File: config.mk
export PLATFORM = sky130hd
export DESIGN_NAME = omic_top
export DESIGN_NICKNAME = d
export VERILOG_FILES = /design/src/hdl/omic_pkg.sv /design/src/hdl/omic_top.sv
export SDC_FILE = /design/constraint.sdc
export NUM_CORES = 1
export LEC_CHECK = 0
export BUFFER_PORTS_ARGS = -buffer_cell sky130_fd_sc_hd__clkbuf_2
export CORE_MARGIN = 3
export CORE_UTILIZATION = 61
export CTS_CLUSTER_SIZE = 40
export DETAILED_ROUTE_END_ITERATION = 7
export GPL_ROUTABILITY_DRIVEN = 1
export PLACE_DENSITY = 0.84
export RECOVER_POWER = 25
export SLEW_MARGIN = 20
export SYNTH_ARGS = -nofsm -noshare
export SYNTH_HDL_FRONTEND = slang
export SYNTH_SLANG_ARGS = --single-unit
File: constraint.sdc
create_clock -name clk -period 10.5 [get_ports clk]
set_clock_uncertainty 0.05 [all_clocks]
set_input_delay 0.525 -clock clk [delete_from_list [all_inputs] [get_ports clk]]
set_output_delay 0.525 -clock clk [all_outputs]
set_load 0.02 [all_outputs]
File: src/hdl/omic_pkg.sv
`default_nettype none
package omic_pkg;
  // mode selection settings
  localparam logic [3:0] MSEL_FREE   = 4'h0;
  localparam logic [3:0] MSEL_EXT    = 4'h2;
  localparam logic [3:0] MSEL_SWITCH = 4'h6;
  localparam logic [3:0] MSEL_ILOCK  = 4'h7;
  // parameter codes
  localparam logic [7:0] FUNC_ILOCK     = 8'h0c;
  localparam logic [7:0] STOP_LOGIC_INV = 8'h02;
  localparam logic [7:0] WSEL_LOCK      = 8'h01;
  // register byte offsets
  localparam logic [7:0] ADR_MODE_SEL   = 8'h00;
  localparam logic [7:0] ADR_STOP_LOGIC = 8'h04;
  localparam logic [7:0] ADR_WRITE_SEL  = 8'h08;
  localparam logic [7:0] ADR_PANEL_FREQ = 8'h0c;
  localparam logic [7:0] ADR_STATUS     = 8'h10;
  localparam logic [7:0] ADR_FUNC_BASE  = 8'h40;
  // reset values
  localparam logic [3:0]  RST_MODE_SEL   = 4'h0;
  localparam logic [7:0]  RST_STOP_LOGIC = 8'h00;
  localparam logic [7:0]  RST_WRITE_SEL  = 8'h00;
  localparam logic [7:0]  RST_FUNC       = 8'h00;
  // network command codes
  localparam logic [1:0] NCMD_EXT = 2'h0;
  localparam logic [1:0] NCMD_NET = 2'h1;
  localparam logic [1:0] NCMD_SET = 2'h2;
  // status bit positions, mode in bits 1:0
  localparam int ST_RUN    = 2;
  localparam int ST_DIR    = 3;
  localparam int ST_OSTOP  = 4;
  localparam int ST_ILOCK  = 5;
  localparam int ST_FAULT  = 6;
  localparam int ST_REJECT = 7;
  // synchronised pin vector positions, terminals from P_NUM up
  localparam int P_MRS   = 0;
  localparam int P_FWD   = 1;
  localparam int P_REV   = 2;
  localparam int P_PU    = 3;
  localparam int P_EXT   = 4;
  localparam int P_PFWD  = 5;
  localparam int P_PREV  = 6;
  localparam int P_STOP  = 7;
  localparam int P_FAULT = 8;
  localparam int P_NUM   = 9;
  typedef enum logic [1:0] {OMIC_EXT, OMIC_PU, OMIC_NET} omic_mode_e;
endpackage
`default_nettype wire

File: src/hdl/omic_top.sv
`timescale 1ns/1ns
`default_nettype none
module omic_top #(
  parameter int NUM_TERM = 12,
  parameter int FREQ_W   = 16
) (
  input  wire logic                clk,
  input  wire logic                resetn,
  input  wire logic                wb_cyc_i,
  input  wire logic                wb_stb_i,
  input  wire logic                wb_we_i,
  input  wire logic [7:0]          wb_adr_i,
  input  wire logic [3:0]          wb_sel_i,
  input  wire logic [31:0]         wb_dat_i,
  output logic      [31:0]         wb_dat_o,
  output logic                     wb_ack_o,
  input  wire logic [NUM_TERM-1:0] terminal_in,
  input  wire logic                output_stop_input,
  input  wire logic                forward_start_input,
  input  wire logic                reverse_start_input,
  input  wire logic                panel_pu_key,
  input  wire logic                panel_ext_key,
  input  wire logic                panel_fwd_key,
  input  wire logic                panel_rev_key,
  input  wire logic                panel_stop_key,
  input  wire logic                fault_in,
  input  wire logic [FREQ_W-1:0]   ext_freq_cmd,
  input  wire logic                net_cmd_valid,
  input  wire logic [1:0]          net_cmd_code,
  input  wire logic                net_run,
  input  wire logic                net_dir,
  input  wire logic [FREQ_W-1:0]   net_freq,
  output logic      [1:0]          op_mode,
  output logic                     drive_run,
  output logic                     drive_dir,
  output logic      [FREQ_W-1:0]   drive_freq,
  output logic                     output_stopped,
  output logic                     output_active,
  output logic                     fault_active
);
  localparam int PIN_W = NUM_TERM + omic_pkg::P_NUM;
  // local names for the package's mode type, nothing is imported
  typedef omic_pkg::omic_mode_e omic_mode_e;
  localparam omic_mode_e OMIC_EXT = omic_pkg::OMIC_EXT;
  localparam omic_mode_e OMIC_PU  = omic_pkg::OMIC_PU;
  localparam omic_mode_e OMIC_NET = omic_pkg::OMIC_NET;

  // ----------------------------------------
  // reset release and pin synchronisers
  // ----------------------------------------
  logic [1:0]       rst_q;
  logic             rst_n;
  logic [PIN_W-1:0] pin_s1;
  logic [PIN_W-1:0] pin_s2;
  logic [PIN_W-1:0] pin_s3;
  logic [PIN_W-1:0] rise;

  always_ff @(posedge clk or negedge resetn)
  begin
    if (!resetn)
      rst_q <= 2'h0;
    else
      rst_q <= {rst_q[0], 1'b1};
  end
  assign rst_n = rst_q[1];

  always_ff @(posedge clk or negedge rst_n)
  begin
    if (!rst_n)
    begin
      pin_s1 <= '0;
      pin_s2 <= '0;
      pin_s3 <= '0;
    end
    else
    begin
      pin_s1 <= {terminal_in, fault_in, panel_stop_key, panel_rev_key, panel_fwd_key,
                 panel_ext_key, panel_pu_key, reverse_start_input, forward_start_input,
                 output_stop_input};
      pin_s2 <= pin_s1;
      pin_s3 <= pin_s2;
    end
  end
  // key presses act once, on the rising edge
  assign rise = pin_s2 & ~pin_s3;

  // ----------------------------------------
  // registers and interlock source
  // ----------------------------------------
  logic [3:0]        mode_sel;
  logic [7:0]        stop_logic;
  logic [7:0]        write_sel;
  logic [FREQ_W-1:0] panel_freq;
  logic [7:0]        func_sel [NUM_TERM];
  logic              reject;
  logic              il_assigned;
  logic              il_term;
  logic              mrs_pol;
  logic              mrs_is_il;
  logic              il;
  logic              sel7;
  logic              il_off;
  logic              start_act;
  omic_mode_e        mode;
  omic_mode_e        next_mode;

  always_comb
  begin
    il_assigned = 1'b0;
    il_term     = 1'b0;
    for (int i = 0; i < NUM_TERM; i++)
    begin
      if (func_sel[i] == omic_pkg::FUNC_ILOCK)
      begin
        il_assigned = 1'b1;
        il_term     = il_term | pin_s2[omic_pkg::P_NUM + i];
      end
    end
  end

  assign sel7      = (mode_sel == omic_pkg::MSEL_ILOCK);
  assign mrs_pol   = (stop_logic == omic_pkg::STOP_LOGIC_INV) ? ~pin_s2[omic_pkg::P_MRS]
                                                             : pin_s2[omic_pkg::P_MRS];
  // role of the stop input is combinational on the setting, so it flips at once
  assign mrs_is_il = sel7 & ~il_assigned;
  assign il        = il_assigned ? il_term : mrs_pol;
  assign il_off    = sel7 & ~il;
  assign start_act = pin_s2[omic_pkg::P_FWD] | pin_s2[omic_pkg::P_REV];
  // stop input as output stop, or interlock stopping external operation
  assign output_stopped = (~mrs_is_il & pin_s2[omic_pkg::P_MRS])
                        | (sel7 & il & (mode == OMIC_EXT));

  // ----------------------------------------
  // operation mode state
  // ----------------------------------------
  logic sw_ok;
  logic pu_ok;
  logic net_ok;
  logic ext_ok;
  logic net_to_ext;
  logic net_to_net;

  // setting 6 ignores the run state; 0 and 7 switch only at stop
  assign sw_ok  = (mode_sel == omic_pkg::MSEL_SWITCH)
                | (((mode_sel == omic_pkg::MSEL_FREE) | sel7) & ~drive_run);
  assign pu_ok  = sw_ok & ~il_off & ~(sel7 & start_act);
  assign net_ok = (sw_ok | ((mode_sel == omic_pkg::MSEL_EXT) & ~drive_run)) & ~il_off;
  assign ext_ok = sw_ok | (mode_sel == omic_pkg::MSEL_EXT);
  assign net_to_ext = net_cmd_valid & (net_cmd_code == omic_pkg::NCMD_EXT);
  assign net_to_net = net_cmd_valid & (net_cmd_code == omic_pkg::NCMD_NET);

  always_comb
  begin
    next_mode = mode;
    if (il_off)
      next_mode = OMIC_EXT;
    else
    begin
      case (mode)
        OMIC_EXT:
        begin
          if (rise[omic_pkg::P_PU] & pu_ok)
            next_mode = OMIC_PU;
          else if (net_to_net & net_ok)
            next_mode = OMIC_NET;
        end
        OMIC_PU:
        begin
          if ((rise[omic_pkg::P_EXT] & ext_ok) | (mode_sel == omic_pkg::MSEL_EXT))
            next_mode = OMIC_EXT;
          else if (net_to_net & net_ok)
            next_mode = OMIC_NET;
        end
        OMIC_NET:
        begin
          if (net_to_ext & ext_ok)
            next_mode = OMIC_EXT;
          else if (rise[omic_pkg::P_PU] & pu_ok)
            next_mode = OMIC_PU;
        end
        default: next_mode = OMIC_EXT;
      endcase
    end
  end

  always_ff @(posedge clk or negedge rst_n)
  begin
    if (!rst_n)
      mode <= OMIC_EXT;
    else
      mode <= next_mode;
  end
  assign op_mode = mode;

  // ----------------------------------------
  // direction, frequency and run command
  // ----------------------------------------
  logic pfreq_wr;

  // held values are plain flops, so they vanish on reset as intended
  always_ff @(posedge clk or negedge rst_n)
  begin
    if (!rst_n)
    begin
      drive_run  <= 1'b0;
      drive_dir  <= 1'b0;
      drive_freq <= '0;
    end
    else
    begin
      case (next_mode)
        OMIC_EXT:
        begin
          drive_run  <= start_act;
          drive_dir  <= ~pin_s2[omic_pkg::P_FWD] & pin_s2[omic_pkg::P_REV];
          drive_freq <= ext_freq_cmd;
        end
        OMIC_PU:
        begin
          if (mode == OMIC_PU)
          begin
            if (rise[omic_pkg::P_STOP])
              drive_run <= 1'b0;
            else if (rise[omic_pkg::P_PFWD] | rise[omic_pkg::P_PREV])
            begin
              drive_run <= 1'b1;
              drive_dir <= rise[omic_pkg::P_PREV] & ~rise[omic_pkg::P_PFWD];
            end
            if (pfreq_wr)
              drive_freq <= wb_dat_i[FREQ_W-1:0];
          end
        end
        OMIC_NET:
        begin
          if ((mode == OMIC_NET) & net_cmd_valid & (net_cmd_code == omic_pkg::NCMD_SET))
          begin
            drive_run  <= net_run;
            drive_dir  <= net_dir;
            drive_freq <= net_freq;
          end
        end
        default: drive_run <= 1'b0;
      endcase
    end
  end
  // entering panel or network leaves the three values untouched

  // ----------------------------------------
  // fault latch
  // ----------------------------------------
  always_ff @(posedge clk or negedge rst_n)
  begin
    if (!rst_n)
      fault_active <= 1'b0;
    else if (pin_s2[omic_pkg::P_FAULT])
      fault_active <= 1'b1;
    else if (rise[omic_pkg::P_STOP] & il_off & (mode == OMIC_EXT))
      fault_active <= 1'b0;
  end

  assign output_active = drive_run & ~output_stopped & ~fault_active;

  // ----------------------------------------
  // wishbone slave
  // ----------------------------------------
  logic       req;
  logic       wr;
  logic       is_func;
  logic [5:0] func_idx;
  logic       wr_ok;
  logic       param_adr;
  logic       clr_rej;
  logic [7:0] status;

  assign req       = wb_cyc_i & wb_stb_i & ~wb_ack_o;
  assign wr        = req & wb_we_i & wb_sel_i[0];
  assign func_idx  = wb_adr_i[7:2] - omic_pkg::ADR_FUNC_BASE[7:2];
  assign is_func   = (wb_adr_i[1:0] == 2'h0) & (wb_adr_i >= omic_pkg::ADR_FUNC_BASE)
                   & (32'(func_idx) < NUM_TERM);
  assign param_adr = is_func | (wb_adr_i == omic_pkg::ADR_STOP_LOGIC)
                   | (wb_adr_i == omic_pkg::ADR_WRITE_SEL) | (wb_adr_i == omic_pkg::ADR_PANEL_FREQ);
  // mode selection is always writable, it is the way out of the interlock
  assign wr_ok     = (wb_adr_i == omic_pkg::ADR_MODE_SEL)
                   | (~il_off & ((write_sel != omic_pkg::WSEL_LOCK)
                                 | (wb_adr_i == omic_pkg::ADR_WRITE_SEL)));
  assign pfreq_wr  = wr & wr_ok & (wb_adr_i == omic_pkg::ADR_PANEL_FREQ);
  assign clr_rej   = wr & (wb_adr_i == omic_pkg::ADR_STATUS) & wb_dat_i[omic_pkg::ST_REJECT];

  always_ff @(posedge clk or negedge rst_n)
  begin
    if (!rst_n)
      wb_ack_o <= 1'b0;
    else
      wb_ack_o <= req;
  end

  always_ff @(posedge clk or negedge rst_n)
  begin
    if (!rst_n)
    begin
      mode_sel   <= omic_pkg::RST_MODE_SEL;
      stop_logic <= omic_pkg::RST_STOP_LOGIC;
      write_sel  <= omic_pkg::RST_WRITE_SEL;
      panel_freq <= '0;
      for (int i = 0; i < NUM_TERM; i++)
        func_sel[i] <= omic_pkg::RST_FUNC;
    end
    else if (wr & wr_ok)
    begin
      if (wb_adr_i == omic_pkg::ADR_MODE_SEL)
        mode_sel <= wb_dat_i[3:0];
      if (wb_adr_i == omic_pkg::ADR_STOP_LOGIC)
        stop_logic <= wb_dat_i[7:0];
      if (wb_adr_i == omic_pkg::ADR_WRITE_SEL)
        write_sel <= wb_dat_i[7:0];
      if (pfreq_wr)
        panel_freq <= wb_dat_i[FREQ_W-1:0];
      for (int i = 0; i < NUM_TERM; i++)
        if (is_func & (32'(func_idx) == i))
          func_sel[i] <= wb_dat_i[7:0];
    end
  end

  // a refused write in the same cycle as a clear still leaves the flag set
  always_ff @(posedge clk or negedge rst_n)
  begin
    if (!rst_n)
      reject <= 1'b0;
    else if (wr & param_adr & ~wr_ok)
      reject <= 1'b1;
    else if (clr_rej)
      reject <= 1'b0;
  end

  always_comb
  begin
    status                      = 8'h00;
    status[1:0]                 = mode;
    status[omic_pkg::ST_RUN]    = drive_run;
    status[omic_pkg::ST_DIR]    = drive_dir;
    status[omic_pkg::ST_OSTOP]  = output_stopped;
    status[omic_pkg::ST_ILOCK]  = il;
    status[omic_pkg::ST_FAULT]  = fault_active;
    status[omic_pkg::ST_REJECT] = reject;
  end

  always_ff @(posedge clk or negedge rst_n)
  begin
    if (!rst_n)
      wb_dat_o <= 32'h0000_0000;
    else if (req & ~wb_we_i)
    begin
      wb_dat_o <= 32'h0000_0000;
      case (wb_adr_i)
        omic_pkg::ADR_MODE_SEL:   wb_dat_o[3:0]        <= mode_sel;
        omic_pkg::ADR_STOP_LOGIC: wb_dat_o[7:0]        <= stop_logic;
        omic_pkg::ADR_WRITE_SEL:  wb_dat_o[7:0]        <= write_sel;
        omic_pkg::ADR_PANEL_FREQ: wb_dat_o[FREQ_W-1:0] <= panel_freq;
        omic_pkg::ADR_STATUS:     wb_dat_o[7:0]        <= status;
        default:
        begin
          for (int i = 0; i < NUM_TERM; i++)
            if (is_func & (32'(func_idx) == i))
              wb_dat_o[7:0] <= func_sel[i];
        end
      endcase
    end
  end
endmodule
`default_nettype wire

==> results.toml, run 1 <==
[status]
status = "complete, but fails checks"
failed_checks = "max-capacitance violations, max-slew violations"

[hold_path]
hold_start = "output_stop_input"
holdPathStages = 1
hold_end = "pin_s1[0]"
holdCritPathClass = "in -> reg"

[floorplan]
start_util_pct = 62.49
dieWidth_um = 136.3
dieArea_mm2 = 0.01859
fp.dieH_um = 136.3
num_rows = 47
ioPinCount = 163
core_region_area_mm2 = 0.01658

[placement]
gp_congestion = 0.9398
port-buffer-count = 127
dpl.hpwl_mm = 17.79
dp_worst_setup_slack_ns = 5.786

[job]
cap_violations = 1

[route]
drtPass1Iterations = 5
routed_wl_mm = 26.83
ant_nets = 0
drtIter0Drc = 874
wire_per_inst_um = 22.41
num_vias = 7653
vias_per_cell = 6.393
drcViolationCount = 0

[worst_setup_path]
worst_r2r_path_depth = 13
r2r_setup_slack_ns = 5.63
r2r_start = "stop_logic[4]"
r2r_end = "drive_freq[3]"
required_ns = 10.83
crit_arrival_ns = 5.20
crit_path_max_fanout = 20
worstSetupPathType = "reg -> reg"
critPathLaunchType = "register"
endpoint_kind = "register"

[clocking]
postCtsResizedCells = 0
root_buffer = "clkbuf_16"
ctsHoldBuffers = 1
cts_buffer_depth = 3
worstSkewPairLatency_ns = 0.51
cts.sinks = 220
post_cts_buffers = 0
cts_max_level = 1
cts_tree = "done"
clk_pin_slew_ns = 0.06
cts_buffers = 23

[sta]
fmax_ghz = 0.2053
period_share_pct = 46.38
setup_slack_ns = 5.630
finalCriticalPeriod_ns = 4.870
finalHoldViolCount = 0
slew_violations = 62
setup_tns_ns = 0
rsz0062_at_grt = "no"
slew_headroom_pct = -61.00
setup_viol = 0
tightest_slew_ns = 2.415

[global_routing]
overflow = 0
use_met1_pct = 38.01
antenna_found_initial = 0
grt_use_met3_pct = 6.255
grt_pass1_wl_mm = 41.19
grt_pass1_vias = 7472
grt_max_degree = 158
grt_usage_pct = 28.70
busiest_layer = "met2"
grt_util_met2_pct = 47.58

[synthesis]
synthCells = 856
ys_ff_latch = 220
synthFlopType = "dfrtp_1"
ys_warn_count = 0
synthArstFlopShare_pct = 100.0
syn_area_mm2 = 0.01036
ys_types = 63
synth.avg_cell_area_um2 = 12.11
synth_edf_count = 0
ys_seq_area_share_pct = 53.12

[finish]
antennaDiodeCount = 0
areaGrowthSynthToFinish_pct = 13.88
nets = 1072
drive_gt1_share_pct = 33.78

[pwr]
p_leak_uw = 0.005658
vdd_drop_max_uv = 169.3
power.density_mw_per_mm2 = 189.8
cell type report:
type	count	area (µm²)
sequential	220	5505
fill	1133	4781
multi-input combinational	573	4524
timing repair buffer	133	681.9
clock buffer	34	656.9
tap	220	275.3
clock inverter	7	121.4
inverter	10	37.54
worst max-delay path by stage:
stage | to | start | depth (start not counted)
floorplan | drive_dir | rst_q[1] | 0
global placement | drive_freq[12] | stop_logic[4] | 13
detailed placement | drive_freq[3] | stop_logic[4] | 13
CTS | drive_freq[3] | stop_logic[0] | 13
global route | drive_freq[6] | stop_logic[0] | 13
finish | drive_freq[3] | stop_logic[4] | 13
critical path, stage by stage (launching register included):
cell,delay (ns)
dfrtp_1,0.40
nor4_1,0.40
nand2_1,0.17
xor2_1,0.18
nor4_2,0.58
o21ai_0,0.24
a41oi_1,0.40
a2111oi_0,0.25
ha_1,0.52
o31a_1,0.22
o22ai_1,0.18
nand2b_1,0.16
a21oi_4,0.58
mux2_2,0.41
sequential cells by signal, indices dropped and copies added (netlist names), 2 cells and up:
signal / count
panel_freq: 16
stop_logic: 8
pin_s1: 21
drive_freq: 16
write_sel: 8
func_sel: 96
rst_q: 2
pin_s2: 21
op_mode: 2
pin_s3: 5
wb_dat_o: 16
mode_sel: 4
report_power, final:
group          internal (µW)  leakage [µW]  switching, µW
combinational            194       0.00237            266
sequential               905       0.00290           43.3
clock                    508      0.000380            325
synth_stat cells, drive strengths merged (2+ instances only):
cell / number / share of area [%]
o2bb2ai: 4 / 0.34
nand3: 23 / 1.3
and3: 4 / 0.24
inv: 10 / 0.36
a22oi: 27 / 2.0
a221oi: 7 / 0.59
buf: 32 / 2.1
o2111ai: 6 / 0.85
dfrtp: 220 / 53
o21ai: 34 / 1.6
or3: 4 / 0.24
nand2b: 10 / 0.60
o31a: 2 / 0.17
or2: 2 / 0.12
nor4: 17 / 1.1
nor4b: 2 / 0.17
a21oi: 26 / 1.4
clkbuf: 36 / 1.3
nand2: 49 / 1.8
o221ai: 7 / 0.59
o211ai: 9 / 0.65
and2: 14 / 0.85
conb: 2 / 0.072
nand3b: 2 / 0.14
a31oi: 8 / 0.63
mux2: 149 / 17
nor2b: 8 / 0.48
o211a: 2 / 0.19
o22ai: 3 / 0.18
nor3b: 3 / 0.22
nor3: 7 / 0.60
mux2i: 18 / 1.7
o31ai: 3 / 0.22
o41ai: 3 / 0.25
nand4: 22 / 1.7
a32o: 11 / 1.1
ha: 4 / 0.48
nor2: 50 / 1.8
mux4: 5 / 1.1
stage by stage:
stage / cell area [µm²] / utilization, % / std cells / power, µW / hold slack [ns]
2_1_floorplan: 10420 / - / 871 / 1305 / 0.1794
3_3_place_gp: 11030 / 66.52 / 1155 / 1403 / 0.2605
3_5_place_dp: 11030 / 66.52 / 1155 / 1416 / 0.2643
4_1_cts: 11820 / 71.28 / 1197 / 2249 / 0.05403
5_1_grt: 11800 / 71.17 / 1197 / 2329 / 0.05273
6_report: 11800 / 71.17 / 1197 / 2240 / 0.06617
metal layers:
layer,vias to the layer above,part of all wire (%)
li1,3368,-
met1,3841,40
met2,374,49
met3,70,7.7
met4,0,3.4
met5,-,0
logic make-up after synthesis:
family,count (synthesis),share of synthesized area (%)
AOI/OAI and AO/OA,159,11.52
xor gates and xnor gates,1,0.08453
muxes,172,19.38
and+or+nand+nor,220,11.58
DFF,220,53.12
adders and majority gates,4,0.4829
buffers and inverters,78,3.767
other,2,0.07246
layout by cell type (no fill, tap or decap), types with 5 or more instances in the layout:
cell	instances
dfrtp_1	220
mux2_2	139
clkbuf_2	116
nor2_1	50
nand2_1	49
o21ai_0	34
a22oi_1	27
a21oi_1	25
clkbuf_16	23
nand3_1	20
mux2i_1	18
clkbuf_1	18
conb_1	17
nor4_1	16
nand4_1	16
and2_1	14
a32o_1	11
inv_1	10
nand2b_1	10
mux2_4	10
o211ai_1	9
nor2b_1	8
a31oi_1	7
a221oi_1	7
o221ai_1	7
nand4_2	6
mux4_2	5
(Power assumes the default switching activity.)
==> run 2: changes to the inputs <==
--- a/config.mk
+++ b/config.mk
@@ -7,11 +7,11 @@
 export LEC_CHECK = 0
 export BUFFER_PORTS_ARGS = -buffer_cell sky130_fd_sc_hd__clkbuf_2
 export CORE_MARGIN = 3
-export CORE_UTILIZATION = 61
+export CORE_UTILIZATION = 51
 export CTS_CLUSTER_SIZE = 40
 export DETAILED_ROUTE_END_ITERATION = 7
 export GPL_ROUTABILITY_DRIVEN = 1
-export PLACE_DENSITY = 0.84
+export PLACE_DENSITY = 0.75
 export RECOVER_POWER = 25
 export SLEW_MARGIN = 20
 export SYNTH_ARGS = -nofsm -noshare
==> constraint.sdc (replaced) <==
create_clock -name clk -period 3.9 [get_ports clk]
set_clock_uncertainty 0.05 [all_clocks]
set_input_delay 0.195 -clock clk [delete_from_list [all_inputs] [get_ports clk]]
set_output_delay 0.195 -clock clk [all_outputs]
set_load 0.02 [all_outputs]
==> run 2 against run 1 <==
  * The run still ends with max-capacitance violations, max-slew violations left
  * Design area up 5.8%
  * Fmax up 28%
  * Clock-buffer cell count down 3
  * Core utilization down 7.8 points
  * Power rose to 2.9 times the previous value
  * Sequential power rose to 2.7 times the previous value
  * Largest power group unchanged
  * Highest routed layer unchanged
==> results.toml, run 2 (synthesis results as in run 1) <==
[clocking]
cts_tree = "done"
cts.sinks = 220
cts_buffer_depth = 3
cts_buffers = 24
worstSkewPairLatency_ns = 0.52
root_buffer = "clkbuf_16"
clk_pin_slew_ns = 0.06
cts_max_level = 1
post_cts_buffers = 0

[route]
drcViolationCount = 0
routed_wl_mm = 27.15
vias_per_cell = 6.001
drtPass1Iterations = 5
wire_per_inst_um = 20.95
ant_nets = 0
drtIter0Drc = 718
num_vias = 7777

[worst_setup_path]
required_ns = 4.25
critPathLaunchType = "register"
endpoint_kind = "register"
crit_path_max_fanout = 16
r2r_setup_slack_ns = 0.09
worstSetupPathType = "reg -> reg"
crit_arrival_ns = 4.15

[global_routing]
grt_pass1_vias = 7754
grt_max_degree = 85
grt_pass1_wl_mm = 42.23
antenna_found_initial = 0
grt_usage_pct = 24.36
overflow = 0

[floorplan]
core_region_area_mm2 = 0.01972
dieArea_mm2 = 0.02207
start_util_pct = 52.56
dieWidth_um = 148.6
num_rows = 51
fp.dieH_um = 148.6
ioPinCount = 163

[finish]
drive_gt1_share_pct = 34.92
nets = 1124
final_common_cell = "dfrtp_1"
antennaDiodeCount = 0
largest_reg_flops = 96
regMostFlops = "func_sel"
mostFrequentLayoutCells = "dfrtp_1 (220), mux2_2 (139), clkbuf_2 (115)"
n_fill_cell = 1521
largest_registers = "func_sel (96), pin_s1 (21), pin_s2 (21)"
areaGrowthSynthToFinish_pct = 20.50

[pwr]
p_clk_share_pct = 39.4
p_sw_share_pct = 27.72
internal_power_uw = 4622
power.density_mw_per_mm2 = 512.1
vdd_drop_max_uv = 395.3
p_leak_uw = 0.005944
power.switching_uw = 1773
total_power_uw = 6395
pwr-share-seq_pct = 39.9
power_frac_comb_pct = 20.7

[sta]
rsz0062_at_grt = "no"
period_share_pct = 97.66
setup_tns_ns = 0
tightest_slew_ns = 2.355
setup_viol = 0
finalHoldViolCount = 0
slew_headroom_pct = -57.01
fmax_ghz = 0.2626
finalCriticalPeriod_ns = 3.809
slew_violations = 60
fin_hold_ws_ns = 0.01262

[status]
status = "complete, but fails checks"
failed_checks = "max-capacitance violations, max-slew violations"

[job]
cap_violations = 1

[hold_path]
holdCritPathClass = "in -> reg"

[placement]
dpl.hpwl_mm = 18.70
port-buffer-count = 127
gp_congestion = 0.9141
## run 2: changes by cell type in the layout (fill, tap and decap cells not counted), moves of 2 or more
cell | previous run | this run
nor4_1 | 16 | 12
clkbuf_1 | 18 | 16
buf_4 | 4 | 22
nor4_2 | 1 | 5
dlygate4sd3_1 | 1 | 33
bufinv_16 | 3 | 6
## run 2: what timing repair did
action / CTS / global route
gates resized for setup: 0 / 8
endpoints found under the hold margin: 32 / 0
hold buffers: 33 / 0
endpoints found under the setup margin: 0 / 16
## run 2: through the flow
step	cell area (µm²)	utilization, %	setup WS, ns	std cells
after floorplan	10420	-	0.1496	871
after global placement	11240	57.02	0.1475	1219
after detailed placement	11240	57.02	0.05993	1219
after CTS	12470	63.25	0.02436	1296
after global routing	12490	63.34	0.01572	1296
final	12490	63.34	0.09129	1296
## run 2: path summary, 6_finish.rpt
path | start | endpoint | depth (start not counted)
worst max-delay path | func_sel[68] | drive_freq[4] | 16
worst max register to register | func_sel[68] | drive_freq[4] | 16
max in group asynchronous | rst_q[1] | drive_freq[10] | 1
worst min register to register | pin_s1[12] | pin_s2[12] | 0
min in group asynchronous | resetn | rst_q[1] | 3
worst min-delay path | ext_freq_cmd[7] | drive_freq[7] | 4
## run 2: per-layer routing
metal,up-vias,share of wire (%),global-route usage (%)
met5,-,0,0
met4,0,4.3,9.284
met3,91,8.2,5.119
met2,379,48,38.85
met1,3843,40,33.05
li1,3464,-,-
## run 2: area by class of cell
| type | instances | area, µm² | share of cell area, % |
|---|---|---|---|
| Clock buffer | 31 | 656.9 | 5.260 |
| Clock inverter | 13 | 240.2 | 1.924 |
| Inverter | 10 | 37.54 | 0.3006 |
| Multi-Input combinational cell | 573 | 4561 | 36.52 |
| Sequential cell | 220 | 5505 | 44.08 |
| Tap cell | 265 | 331.6 | 2.655 |
| Timing Repair Buffer | 184 | 1156 | 9.258 |
## run 2: power by group through the flow
stage / Combinational, µW / Clock [µW] / Sequential, µW
6_report: 1320 / 2520 / 2550
5_1_grt: 1420 / 2650 / 2570
4_1_cts: 1330 / 2550 / 2550
3_5_place_dp: 1300 / 0 / 2590
3_3_place_gp: 1250 / 0 / 2590
2_1_floorplan: 793 / 0 / 2720
## run 2: worst max-delay path: stages, from the launching register on
cell,delay [ns]
dfrtp_1,0.40
nor4_1,0.38
nand4_1,0.24
nand4_1,0.28
nor4_2,0.11
buf_4,0.16
or2_2,0.31
nor2_2,0.14
a2111oi_1,0.08
buf_4,0.16
ha_1,0.22
o31a_1,0.12
o22ai_1,0.17
nand2b_1,0.14
a21oi_4,0.17
buf_12,0.19
mux2_2,0.35
==> run 3: changes to the inputs <==
--- a/config.mk
+++ b/config.mk
@@ -6,7 +6,6 @@
 export NUM_CORES = 1
 export LEC_CHECK = 0
 export BUFFER_PORTS_ARGS = -buffer_cell sky130_fd_sc_hd__clkbuf_2
-export CORE_MARGIN = 3
 export CORE_UTILIZATION = 51
 export CTS_CLUSTER_SIZE = 40
 export DETAILED_ROUTE_END_ITERATION = 7
==> run 3 against run 2 <==
  * Power shrank 3.3%
  * Via count shrank 0.90%
  * The flow still finishes with violations (max-capacitance violations, max-slew violations)
  * Fmax grew 0.91%
  * Register-to-register slack gained 0.03 ns
  * Largest power group unchanged
  * Global-route usage grew 1.9 points
  * Sequential share of layout area grew 0.27 points
  * Setup slack gained 0.034 ns
  * Non-clock buffer count grew 2
  * Wire length shrank 1.5%
==> results.toml, run 3 (synthesis results as in run 1) <==
[worst_setup_path]
endpoint_kind = "register"
critPathLaunchType = "register"
crit_path_max_fanout = 16
crit_path_frequent_cell = "nand4_1"
max_stage_delay_ns = 0.45
required_ns = 4.25
crit_start = "func_sel[69]"
r2r_start = "func_sel[69]"
cp_num_buf_inv = 2
cp_slowest_cell = "a2111oi_1"
crit_arrival_ns = 4.13
cpLargestDelayFamily = "compound AO/OA/AOI/OAI gates"
crit_chain = "nor4_1, nand4_1, nand4_1, nor4_2, o21ai_0, a41oi_2, a2111oi_1, buf_4, ha_1, o31a_1, o22ai_1, nand2b_1, a21oi_4, buf_12, mux2_4"
worstSetupPathType = "reg -> reg"

[status]
status = "complete, but fails checks"
failed_checks = "max-capacitance violations, max-slew violations"

[sta]
setup_tns_ns = 0
tightest_slew_ns = 2.479
slew_violations = 58
rsz0062_at_grt = "no"
period_share_pct = 96.78
slew_headroom_pct = -65.28
finalCriticalPeriod_ns = 3.774
fmax_ghz = 0.2649
fin_hold_ws_ns = 0.005941
setup_viol = 0
finalHoldViolCount = 0

[route]
drtPass1Iterations = 6
drcViolationCount = 0
drtIter0Drc = 406
routed_wl_mm = 26.73
wire_per_inst_um = 20.61
num_vias = 7707
ant_nets = 0
vias_per_cell = 5.942

[clocking]
cts_buffer_depth = 3
cts_tree = "done"
root_buffer = "clkbuf_16"
cts_max_level = 1
worstSkewPairLatency_ns = 0.53
cts.sinks = 220
cts_buffers = 23
clk_pin_slew_ns = 0.07

[global_routing]
grt_usage_pct = 26.27
antenna_found_initial = 1
grt_pass1_vias = 7733
overflow = 0
grt_max_degree = 85
grt_pass1_wl_mm = 41.61

[finish]
utilization_pct = 62.95
largest_reg_flops = 96
ff_latch_area_mm2 = 0.005505
n_fill_cell = 1537
regMostFlops = "func_sel"
nets = 1125
mostFrequentLayoutCells = "dfrtp_1 (220), mux2_2 (139), clkbuf_2 (117)"
areaGrowthSynthToFinish_pct = 19.76
largest_registers = "func_sel (96), pin_s1 (21), pin_s2 (21)"
final_common_cell = "dfrtp_1"
drive_gt1_share_pct = 34.34
multi_input_area_mm2 = 0.004533
final_cells = 1297

[floorplan]
dieWidth_um = 144.6
core_region_area_mm2 = 0.01972
num_rows = 51
start_util_pct = 52.56
ioPinCount = 163
fp.dieH_um = 144.6
dieArea_mm2 = 0.02089

[pwr]
p_leak_uw = 0.005918
vdd_drop_max_uv = 417.6
power.density_mw_per_mm2 = 498.3

[placement]
port-buffer-count = 127
gp_congestion = 0.9185
dpl.hpwl_mm = 18.01
dp.cells = 1216

[hold_path]
hold_start = "ext_freq_cmd[15]"
holdCritPathClass = "in -> reg"

[job]
cap_violations = 1
run 3: changes by cell type in the layout (fill, tap and decap cells not counted), moves of 2 or more:
cell and change:
bufinv_16 -3, dlygate4sd3_1 +5, buf_4 -4, clkinv_2 +4, clkbuf_1 -4, clkinv_4 -2, clkbuf_2 +2, nor4_1 +4
nor4_2 -4
run 3: stage by stage:
stage	setup WS (ns)	area, µm²	total power, µW
after floorplan	0.1496	10420	3513
after global placement	0.2436	11230	3834
after detailed placement	0.1826	11230	3872
after CTS	0.1635	12420	6216
after global routing	0.0009477	12410	6426
final	0.1256	12410	6185
run 3: where the power goes:
group / switching (µW) / internal (µW) / total (µW)
sequential: 116 / 2440 / 2550
combinational: 729 / 590 / 1320
clock: 940 / 1370 / 2310
run 3: timing repair:
action,in CTS,in global routing
setup buffers,0,0
endpoints found under the setup margin,0,6
gates resized for setup,0,2
hold buffers,38,0
hold endpoints to repair,37,0
run 3: path summary, 6_finish.rpt:
check,slack (ns),end,cells after the start
setup / recovery,0.13,drive_freq[10],15
hold / removal,0.006,drive_freq[15],4
setup reg to reg,0.13,drive_freq[10],15
hold reg to reg,0.29,pin_s2[13],0
max in group asynchronous,1.37,func_sel[93],0
min in group asynchronous,0.47,rst_q[0],3
run 3: area by class of cell:
class,instances,area share [%]
Clock buffer,29,5.141
Sequential cell,220,44.35
Multi-Input combinational cell,573,36.52
Clock inverter,13,1.331
Inverter,10,0.3024
Tap cell,265,2.671
Timing Repair Buffer,186,9.657
Antenna cell,1,0.02016
run 3: per-layer routing:
metal  vias to the layer above  GRT usage [%]  share of wire, %
met2                       325          42.00                48
li1                       3464              -                 -
met3                        78          5.331               7.3
met5                         -              0                 0
met4                         0          11.69               4.1
met1                      3840          34.59                41
run 3: worst min-delay path, cell delays in order:
cell and delay (ns):
clkbuf_2 0.07, nor2_1 0.03, a21oi_1 0.10, mux2_4 0.15
